File: src/sdii_pkg.sv
// Constants and types for the serial DAC input interface.
// What this block does
// Shift serial input on framed clock falls.
// Host sends one 16-bit word per update.
// Frame low restarts shift logic and counter.
// Strobed mode loads latch on strobe fall.
// Strobe low gives load on 16th fall.
// Chain select picks standalone or chain shifting.
// Chain mode drives serial out each fall.
// Clear forces zero code, per coding output.
// Unipolar ranges use natural binary at 0.
// Bipolar: 0 offset binary, 1 two's complement.
// First four bits ignored, low twelve latched.
// Standalone counter locks out edges past 16.
// Strobe level at frame fall picks mode.
// Clear loads zeros straight into latch.
// Two's complement inverts data MSB.
package sdii_pkg;

    localparam int WORD_BITS = 16;
    localparam int DATA_BITS = 12;
    localparam int CNT_BITS  = 5;
    localparam logic [CNT_BITS-1:0] CNT_FULL = 5'h10;
    localparam logic [CNT_BITS-1:0] CNT_LAST = 5'h0F;
    localparam logic [DATA_BITS-1:0] DATA_MSB_MASK = 12'h800;
    localparam logic [DATA_BITS-1:0] LATCH_RST = 12'h000;

    // Register offsets, byte addresses
    localparam logic [7:0] ADR_CTRL   = 8'h00;
    localparam logic [7:0] ADR_STATUS = 8'h04;
    localparam logic [7:0] ADR_CODE   = 8'h08;

    // Field positions
    localparam int CTRL_SOFT_CLEAR = 0;
    localparam int STAT_AUTO       = 16;
    localparam int STAT_CHAIN      = 17;
    localparam int STAT_CNT_LO     = 18;
    localparam int STAT_FRAME      = 23;
    localparam logic CTRL_RST      = 1'b0;

    // Pin group that crosses into the clock domain
    typedef struct packed {
        logic frame_n;
        logic sclk;
        logic serial_in;
        logic latch_load_n;
        logic chain_mode_select;
        logic output_zero_n;
        logic coding_select;
        logic range_bipolar;
    } sdii_pins_t;

    localparam sdii_pins_t PINS_IDLE = 8'hD4;

endpackage : sdii_pkg

File: src/sdii_sync.sv
// Three-stage input synchroniser with agreement filter.
`timescale 1ns/10ps
module sdii_sync
    import sdii_pkg::*;
#(
    parameter int             W   = 8,
    parameter logic [W-1:0]   RST = '0
) (
    input  wire logic         clk_i,
    input  wire logic         rst_i,
    input  wire logic [W-1:0] async_i,
    output logic      [W-1:0] stable_o
);

    logic [W-1:0] s1_q;
    logic [W-1:0] s2_q;
    logic [W-1:0] s3_q;
    logic [W-1:0] agree;
    logic [W-1:0] stable_d;

    // Bit follows only when stages two and three agree
    assign agree    = ~(s2_q ^ s3_q);
    assign stable_d = (agree & s3_q) | (~agree & stable_o);

    always_ff @(posedge clk_i) begin
        if (rst_i) begin
            s1_q     <= RST;
            s2_q     <= RST;
            s3_q     <= RST;
            stable_o <= RST;
        end else begin
            s1_q     <= async_i;
            s2_q     <= s1_q;
            s3_q     <= s2_q;
            stable_o <= stable_d;
        end
    end

endmodule : sdii_sync

File: src/sdii_top.sv
// Serial DAC input shift logic, DAC latch and register slave.
//
// Local design decisions: the register addresses and the Wishbone slave port.
`timescale 1ns/10ps
module sdii_top
    import sdii_pkg::*;
(
    input  wire logic                 clk_i,
    input  wire logic                 rst_i,
    // Serial pins
    input  wire logic                 frame_n_i,
    input  wire logic                 sclk_i,
    input  wire logic                 serial_in_i,
    input  wire logic                 latch_load_n_i,
    input  wire logic                 chain_mode_select_i,
    input  wire logic                 output_zero_n_i,
    input  wire logic                 coding_select_i,
    input  wire logic                 range_bipolar_i,
    output logic                      serial_out_o,
    output logic                      serial_out_en_o,
    // Converter side
    output logic [DATA_BITS-1:0]      dac_latch_o,
    output logic [DATA_BITS-1:0]      dac_code_o,
    // Wishbone classic slave
    input  wire logic                 wb_cyc_i,
    input  wire logic                 wb_stb_i,
    input  wire logic                 wb_we_i,
    input  wire logic [7:0]           wb_adr_i,
    input  wire logic [3:0]           wb_sel_i,
    input  wire logic [31:0]          wb_dat_i,
    output logic [31:0]               wb_dat_o,
    output logic                      wb_ack_o
);

    // ------------------------------------------------------------------
    // Pin synchronisation
    // ------------------------------------------------------------------
    sdii_pins_t pins_raw;
    sdii_pins_t pins;
    sdii_pins_t pins_prev_q;

    assign pins_raw.frame_n           = frame_n_i;
    assign pins_raw.sclk              = sclk_i;
    assign pins_raw.serial_in         = serial_in_i;
    assign pins_raw.latch_load_n      = latch_load_n_i;
    assign pins_raw.chain_mode_select = chain_mode_select_i;
    assign pins_raw.output_zero_n     = output_zero_n_i;
    assign pins_raw.coding_select     = coding_select_i;
    assign pins_raw.range_bipolar     = range_bipolar_i;

    sdii_sync #(
        .W   ($bits(sdii_pins_t)),
        .RST (PINS_IDLE)
    ) u_sync (
        .clk_i    (clk_i),
        .rst_i    (rst_i),
        .async_i  (pins_raw),
        .stable_o (pins)
    );

    always_ff @(posedge clk_i) begin
        if (rst_i) begin
            pins_prev_q <= PINS_IDLE;
        end else begin
            pins_prev_q <= pins;
        end
    end

    // ------------------------------------------------------------------
    // Edge detection
    // ------------------------------------------------------------------
    logic frame_fall;
    logic frame_active;
    logic sclk_fall;
    logic load_fall;

    assign frame_fall   = pins_prev_q.frame_n & ~pins.frame_n;
    assign frame_active = ~pins.frame_n;
    assign sclk_fall    = pins_prev_q.sclk & ~pins.sclk;
    assign load_fall    = pins_prev_q.latch_load_n & ~pins.latch_load_n;

    // ------------------------------------------------------------------
    // Input shift register and bit counter
    // ------------------------------------------------------------------
    logic [WORD_BITS-1:0] shift_q;
    logic [WORD_BITS-1:0] shift_d;
    logic [CNT_BITS-1:0]  cnt_q;
    logic [CNT_BITS-1:0]  cnt_d;
    logic                 auto_q;
    logic                 auto_d;
    logic                 gate_open;
    logic                 shift_en;
    logic                 last_bit;
    logic                 chain_mode;

    assign chain_mode = pins.chain_mode_select;
    // Standalone gating closes after a full word
    assign gate_open  = chain_mode | (cnt_q != CNT_FULL);
    // Frame fall cycle restarts, so no shift on it
    assign shift_en   = frame_active & ~frame_fall & sclk_fall
                        & gate_open;
    assign last_bit   = shift_en & (cnt_q == CNT_LAST);
    assign shift_d    = shift_en
                        ? {shift_q[WORD_BITS-2:0], pins.serial_in}
                        : shift_q;

    always_comb begin
        cnt_d  = cnt_q;
        auto_d = auto_q;
        if (frame_fall) begin
            cnt_d  = '0;
            auto_d = ~pins.latch_load_n;
        end else if (shift_en && cnt_q != CNT_FULL) begin
            cnt_d  = cnt_q + 5'h01;
        end
    end

    always_ff @(posedge clk_i) begin
        if (rst_i) begin
            shift_q <= '0;
            cnt_q   <= CNT_FULL;
            auto_q  <= 1'b0;
        end else begin
            shift_q <= shift_d;
            cnt_q   <= cnt_d;
            auto_q  <= auto_d;
        end
    end

    // ------------------------------------------------------------------
    // Serial output for daisy chaining
    // ------------------------------------------------------------------
    logic serial_out_d;

    assign serial_out_d = (chain_mode && shift_en) ? shift_q[WORD_BITS-1]
                        : (chain_mode ? serial_out_o : 1'b0);

    always_ff @(posedge clk_i) begin
        if (rst_i) begin
            serial_out_o    <= 1'b0;
            serial_out_en_o <= 1'b0;
        end else begin
            serial_out_o    <= serial_out_d;
            serial_out_en_o <= chain_mode;
        end
    end

    // ------------------------------------------------------------------
    // DAC latch
    // ------------------------------------------------------------------
    logic                 soft_clear_q;
    logic                 clear_act;
    logic                 auto_load;
    logic                 strobe_load;
    logic [DATA_BITS-1:0] word_now;
    logic [DATA_BITS-1:0] latch_d;

    assign clear_act   = ~pins.output_zero_n | soft_clear_q;
    assign auto_load   = auto_q & last_bit;
    assign strobe_load = ~auto_q & load_fall;
    // Low twelve bits of the word, newest bit last
    assign word_now    = shift_d[DATA_BITS-1:0];

    always_comb begin
        latch_d = dac_latch_o;
        if (clear_act) begin
            latch_d = LATCH_RST;
        end else if (auto_load || strobe_load) begin
            latch_d = word_now;
        end
    end

    // ------------------------------------------------------------------
    // Code format
    // ------------------------------------------------------------------
    logic                 twos_comp;
    logic [DATA_BITS-1:0] code_d;

    // Unipolar: natural binary; bipolar: pin picks coding
    assign twos_comp = pins.range_bipolar & pins.coding_select;
    assign code_d    = twos_comp ? (latch_d ^ DATA_MSB_MASK)
                                 : latch_d;

    always_ff @(posedge clk_i) begin
        if (rst_i) begin
            dac_latch_o <= LATCH_RST;
            dac_code_o  <= LATCH_RST;
        end else begin
            dac_latch_o <= latch_d;
            dac_code_o  <= code_d;
        end
    end

    // ------------------------------------------------------------------
    // Wishbone register slave
    // ------------------------------------------------------------------
    logic        wb_req;
    logic        wb_wr_ctrl;
    logic        hit_ctrl;
    logic        hit_status;
    logic        hit_code;
    logic [31:0] status_word;
    logic [31:0] rd_data;

    assign wb_req     = wb_cyc_i & wb_stb_i;
    assign hit_ctrl   = wb_adr_i == ADR_CTRL;
    assign hit_status = wb_adr_i == ADR_STATUS;
    assign hit_code   = wb_adr_i == ADR_CODE;
    // Write lands on the edge where the master sees ack
    assign wb_wr_ctrl = wb_req & wb_ack_o & wb_we_i & hit_ctrl
                        & wb_sel_i[0];

    always_comb begin
        status_word = '0;
        status_word[DATA_BITS-1:0]                  = dac_latch_o;
        status_word[STAT_AUTO]                      = auto_q;
        status_word[STAT_CHAIN]                     = chain_mode;
        status_word[STAT_CNT_LO+CNT_BITS-1:STAT_CNT_LO] = cnt_q;
        status_word[STAT_FRAME]                     = frame_active;
    end

    // Unmapped addresses answer with zero
    assign rd_data = hit_ctrl   ? {31'h00000000, soft_clear_q}
                   : hit_status ? status_word
                   : hit_code   ? {20'h00000, dac_code_o}
                   : 32'h00000000;

    always_ff @(posedge clk_i) begin
        if (rst_i) begin
            wb_ack_o     <= 1'b0;
            wb_dat_o     <= '0;
            soft_clear_q <= CTRL_RST;
        end else begin
            wb_ack_o <= wb_req & ~wb_ack_o;
            wb_dat_o <= (wb_req & ~wb_ack_o & ~wb_we_i) ? rd_data
                                                        : 32'h00000000;
            if (wb_wr_ctrl) begin
                soft_clear_q <= wb_dat_i[CTRL_SOFT_CLEAR];
            end
        end
    end

endmodule : sdii_top

File: config.mk
export PLATFORM = sky130hd
export DESIGN_NAME = sdii_top
export DESIGN_NICKNAME = d
export VERILOG_FILES = /design/src/sdii_pkg.sv /design/src/sdii_sync.sv /design/src/sdii_top.sv
export SDC_FILE = /design/constraint.sdc
export NUM_CORES = 1
export LEC_CHECK = 0
export BUFFER_PORTS_ARGS = -buffer_cell sky130_fd_sc_hd__buf_2
export CAP_MARGIN = 20
export CORE_MARGIN = 5
export CORE_UTILIZATION = 23
export CTS_BUF_LIST = sky130_fd_sc_hd__clkbuf_4 sky130_fd_sc_hd__clkbuf_8 sky130_fd_sc_hd__clkbuf_16
export DETAILED_ROUTE_END_ITERATION = 10
export GPL_TIMING_DRIVEN = 0
export PLACE_DENSITY = 0.5
export SLEW_MARGIN = 20
export SYNTH_ARGS = -nofsm -noshare
export SYNTH_HDL_FRONTEND = slang
export SYNTH_SLANG_ARGS = --single-unit
File: constraint.sdc
create_clock -name clk_i -period 3.67 [get_ports clk_i]
set_input_delay 0.5505 -clock clk_i [delete_from_list [all_inputs] [get_ports clk_i]]
set_output_delay 0.5505 -clock clk_i [all_outputs]
set_load 0.005 [all_outputs]
==> results by group <==
Floorplanning
  • Die area: 0.0170 mm2
  • Die X: 130 um
  • IO Pins: 116
  • Num rows: 44
  • Core area: 0.0144 mm2
  • Effective utilization at floorplan: 23.1%
  • Die Span Y: 130 um

Placement
  • Final HPWL DP: 5.09 mm
  • Placement Setup Slack: 1.20 ns
  • RePlAce Congestion: 0.734
  • I/O Buffers: 69

Setup path
  • Req. time, crit path: 3.95 ns
  • Crit path arrival time: 2.33 ns
  • CP max-delay cell: nor2_1
  • Startpoint Class: input pin
  • Critical path cell sequence: buf_2 -> nor4_1 -> nand2_1 -> or3b_2 -> nor2_1 -> and2_1
  • Max incr delay on CP: 0.55 ns
  • CP Capture Type: register
  • CP max FO: 10
  • CP Class: input pin to register
  • Worst R2R Path Depth: 8

Clock tree
  • # resized after CTS: 0
  • CTS Hold Buffers Added: 0
  • Clock transition at path regs: 0.06 ns
  • CTS root buf: clkbuf_16
  • H-tree levels: 3
  • Setup Fix Bufs, Post-CTS: 0
  • Clk buf depth: 2
  • CTS tree: yes
  • Worst skew pair latency: 0.34 ns
  • Clk sink count: 94
  • Cts bufs inserted: 9

Global route
  • GR Layer Usage met2: 13.2%
  • GR Overflow Total: 0
  • GRT busiest layer: met2
  • Initial antenna violation count: 0
  • Vias in the first global route: 2,156
  • Pin count of the biggest net entering global routing: 17
  • Gr usage total: 8.40%
  • First-pass GRT wire length: 10.8 mm
  • Met3 Track Usage GR: 2.74%
  • GR met1 Demand/Resource: 10.5%

Drt
  • Antenna-violating nets left: 0
  • Drt wl/cell: 11.3 um
  • Drt initial violations: 76
  • Detailed-route DRC error count: 0
  • Post-Route WL: 6.82 mm
  • First-pass DRT Iterations: 4
  • Via count: 2,295
  • Vias per cell: 3.81

Power
  • Clock power frac: 48.5%
  • Combinational Power Share: 2.8%
  • Power per cell area: 497 mW/mm2
  • Peak VDD IR: 0.214 mV
  • Sw Share: 20.0%
  • Sequential share of power: 48.7%
  • P_int: 1.70 mW
  • NetSw: 0.427 mW
  • Leak Pwr: 1.98 nW

Synth
  • Mapped Cells: 322
  • Avg Cell Area, Syn: 10.3 um2
  • Number of synthesized register bits: 94
  • Netlist Area Pre-Place: 0.00333 mm2
  • Distinct cells, synth: 37
  • Seq/Total Area, Yosys: 56.6%
  • Warnings, synthesis: 0

Cells and area
  • Most frequent cells in the layout: dfxtp_1 (94), buf_2 (70), nor2_1 (44), buf_4 (25), mux2i_1 (19)
  • Area grow syn2layout: 28.7%
  • Diodes inserted: 0
  • Final Net Count: 473
  • Fillers: 1,518
  • Share of layout cells above drive strength 1: 32.3%
  • Most common cell after layout, fill and taps aside: dfxtp_1

STA
  • Slew HR: 54.5%
  • Crit path time final: 2.05 ns
  • Worst-Margin Slew: 0.680 ns
  • Crit share post-route: 55.9%
  • Fin Setup TNS: 0 ns
  • Worst hold slack: 0.390 ns
  • Final number of hold-violating endpoints: 0
  • Unrepaired setup endpoints after global routing: no
  • Clk_skew: 0.0111 ns
  • Final setup fails: 0
  • Pins Over Slew Limit: 0
  • Fmax: 487 MHz
  • Post-route setup slack: 1.62 ns

Status
  • Outcome: complete, no violations

Run
  • Max_cap viols: 0

Hold path
  • Hold depth: 2
  • HP Class: input pin to register
## worst max-delay path, delay by kind of cell
kind / cells / cell delay [ns]
simple gates: 5 / 1.69
buf+inv: 1 / 0.09
## cells by family after synthesis
family	Yosys count	share of synthesized area [%]
buffers and inverters	38	7.37
flip-flops	94	56.6
adder cells (fa/ha/maj)	3	1.13
other	1	0.113
AND/OR/NAND/NOR	124	20.1
AO/OA/AOI/OAI	39	7.90
XOR/XNOR	4	1.05
multiplexers	19	5.72
## per-stage QoR
stage	cell area (um2)	power (mW)	instances	utilization, %
final	4280	2.13	602	29.8
after global routing	4280	2.22	602	29.8
after CTS	4280	2.16	602	29.8
after detailed placement	3940	1.12	586	27.4
after global placement	3940	1.12	586	27.4
after floorplan	3370	1.10	333	-
## final cells by class
class,instances,area [um2],area share (%)
plain buffers,35,234,5.46
clock buffers,11,253,5.90
clock inverters,5,86.3,2.02
inverters,3,11.3,0.263
multi-input cells,201,1240,29.0
flip-flops and latches,94,1880,44.0
well taps,184,230,5.38
repair buffers,69,345,8.07
## power groups by stage
stage / Sequential (mW) / Clock, mW / Combinational [mW]
6_report: 1.04 / 1.03 / 0.0591
2_1_floorplan: 1.06 / 0 / 0.0364
4_1_cts: 1.04 / 1.07 / 0.0598
5_1_grt: 1.04 / 1.11 / 0.0674
3_5_place_dp: 1.06 / 0 / 0.0597
3_3_place_gp: 1.06 / 0 / 0.0591
## sequential cells by signal, indices dropped and copies added (netlist names), named ones only
signal,cells
auto_q,1
dac_code_o,1
u_sync.s3_q,8
u_sync.s2_q,8
serial_out_o,1
cnt_q,5
dac_latch_o,12
wb_dat_o,20
pins_prev_q,3
shift_q,16
serial_out_en_o,1
soft_clear_q,1
wb_ack_o,1
u_sync.s1_q,8
## worst paths after layout
kind	start	end	slack, ns
max reg2reg	cnt_q[0]	dac_code_o[11]	1.70
max	wb_adr_i[7]	wb_dat_o[2]	1.62
min	output_zero_n_i	u_sync.s1_q[2]	0.39
min reg2reg	u_sync.s1_q[2]	u_sync.s2_q[2]	0.41
## layer usage
metal,wire length [um],up-vias,part of all wire (%)
li1,-,1212,-
met1,3140,1023,46
met2,3120,48,46
met3,427,12,6.3
met4,136,0,2.0
met5,0,-,0
## cells in the mapped netlist, drive strengths merged
cell type | count | area [um2]
ha | 3 | 37.5
and2 | 18 | 113
a21oi | 14 | 73.8
a21boi | 1 | 7.51
nor2 | 44 | 165
dfxtp | 94 | 1880
xor2 | 2 | 17.5
o21ai | 7 | 50.1
xnor2 | 2 | 17.5
conb | 1 | 3.75
nand4bb | 1 | 11.3
a311o | 1 | 10.0
a31o | 1 | 8.76
inv | 3 | 11.3
nand3b | 2 | 15.0
nand2 | 13 | 48.8
nand2b | 3 | 18.8
nor3 | 1 | 5.00
nor4 | 2 | 12.5
a211oi | 11 | 82.6
nor4b | 1 | 23.8
nor3b | 1 | 12.5
and3 | 1 | 6.26
mux2i | 19 | 190
or3b | 2 | 17.5
buf | 27 | 204
clkbuf | 8 | 30.0
o21bai | 4 | 30.0
and2b | 1 | 7.51
nand4 | 2 | 12.5
or2 | 16 | 100
nor2b | 16 | 100
Note: power is estimated with default switching activity, not from simulation.
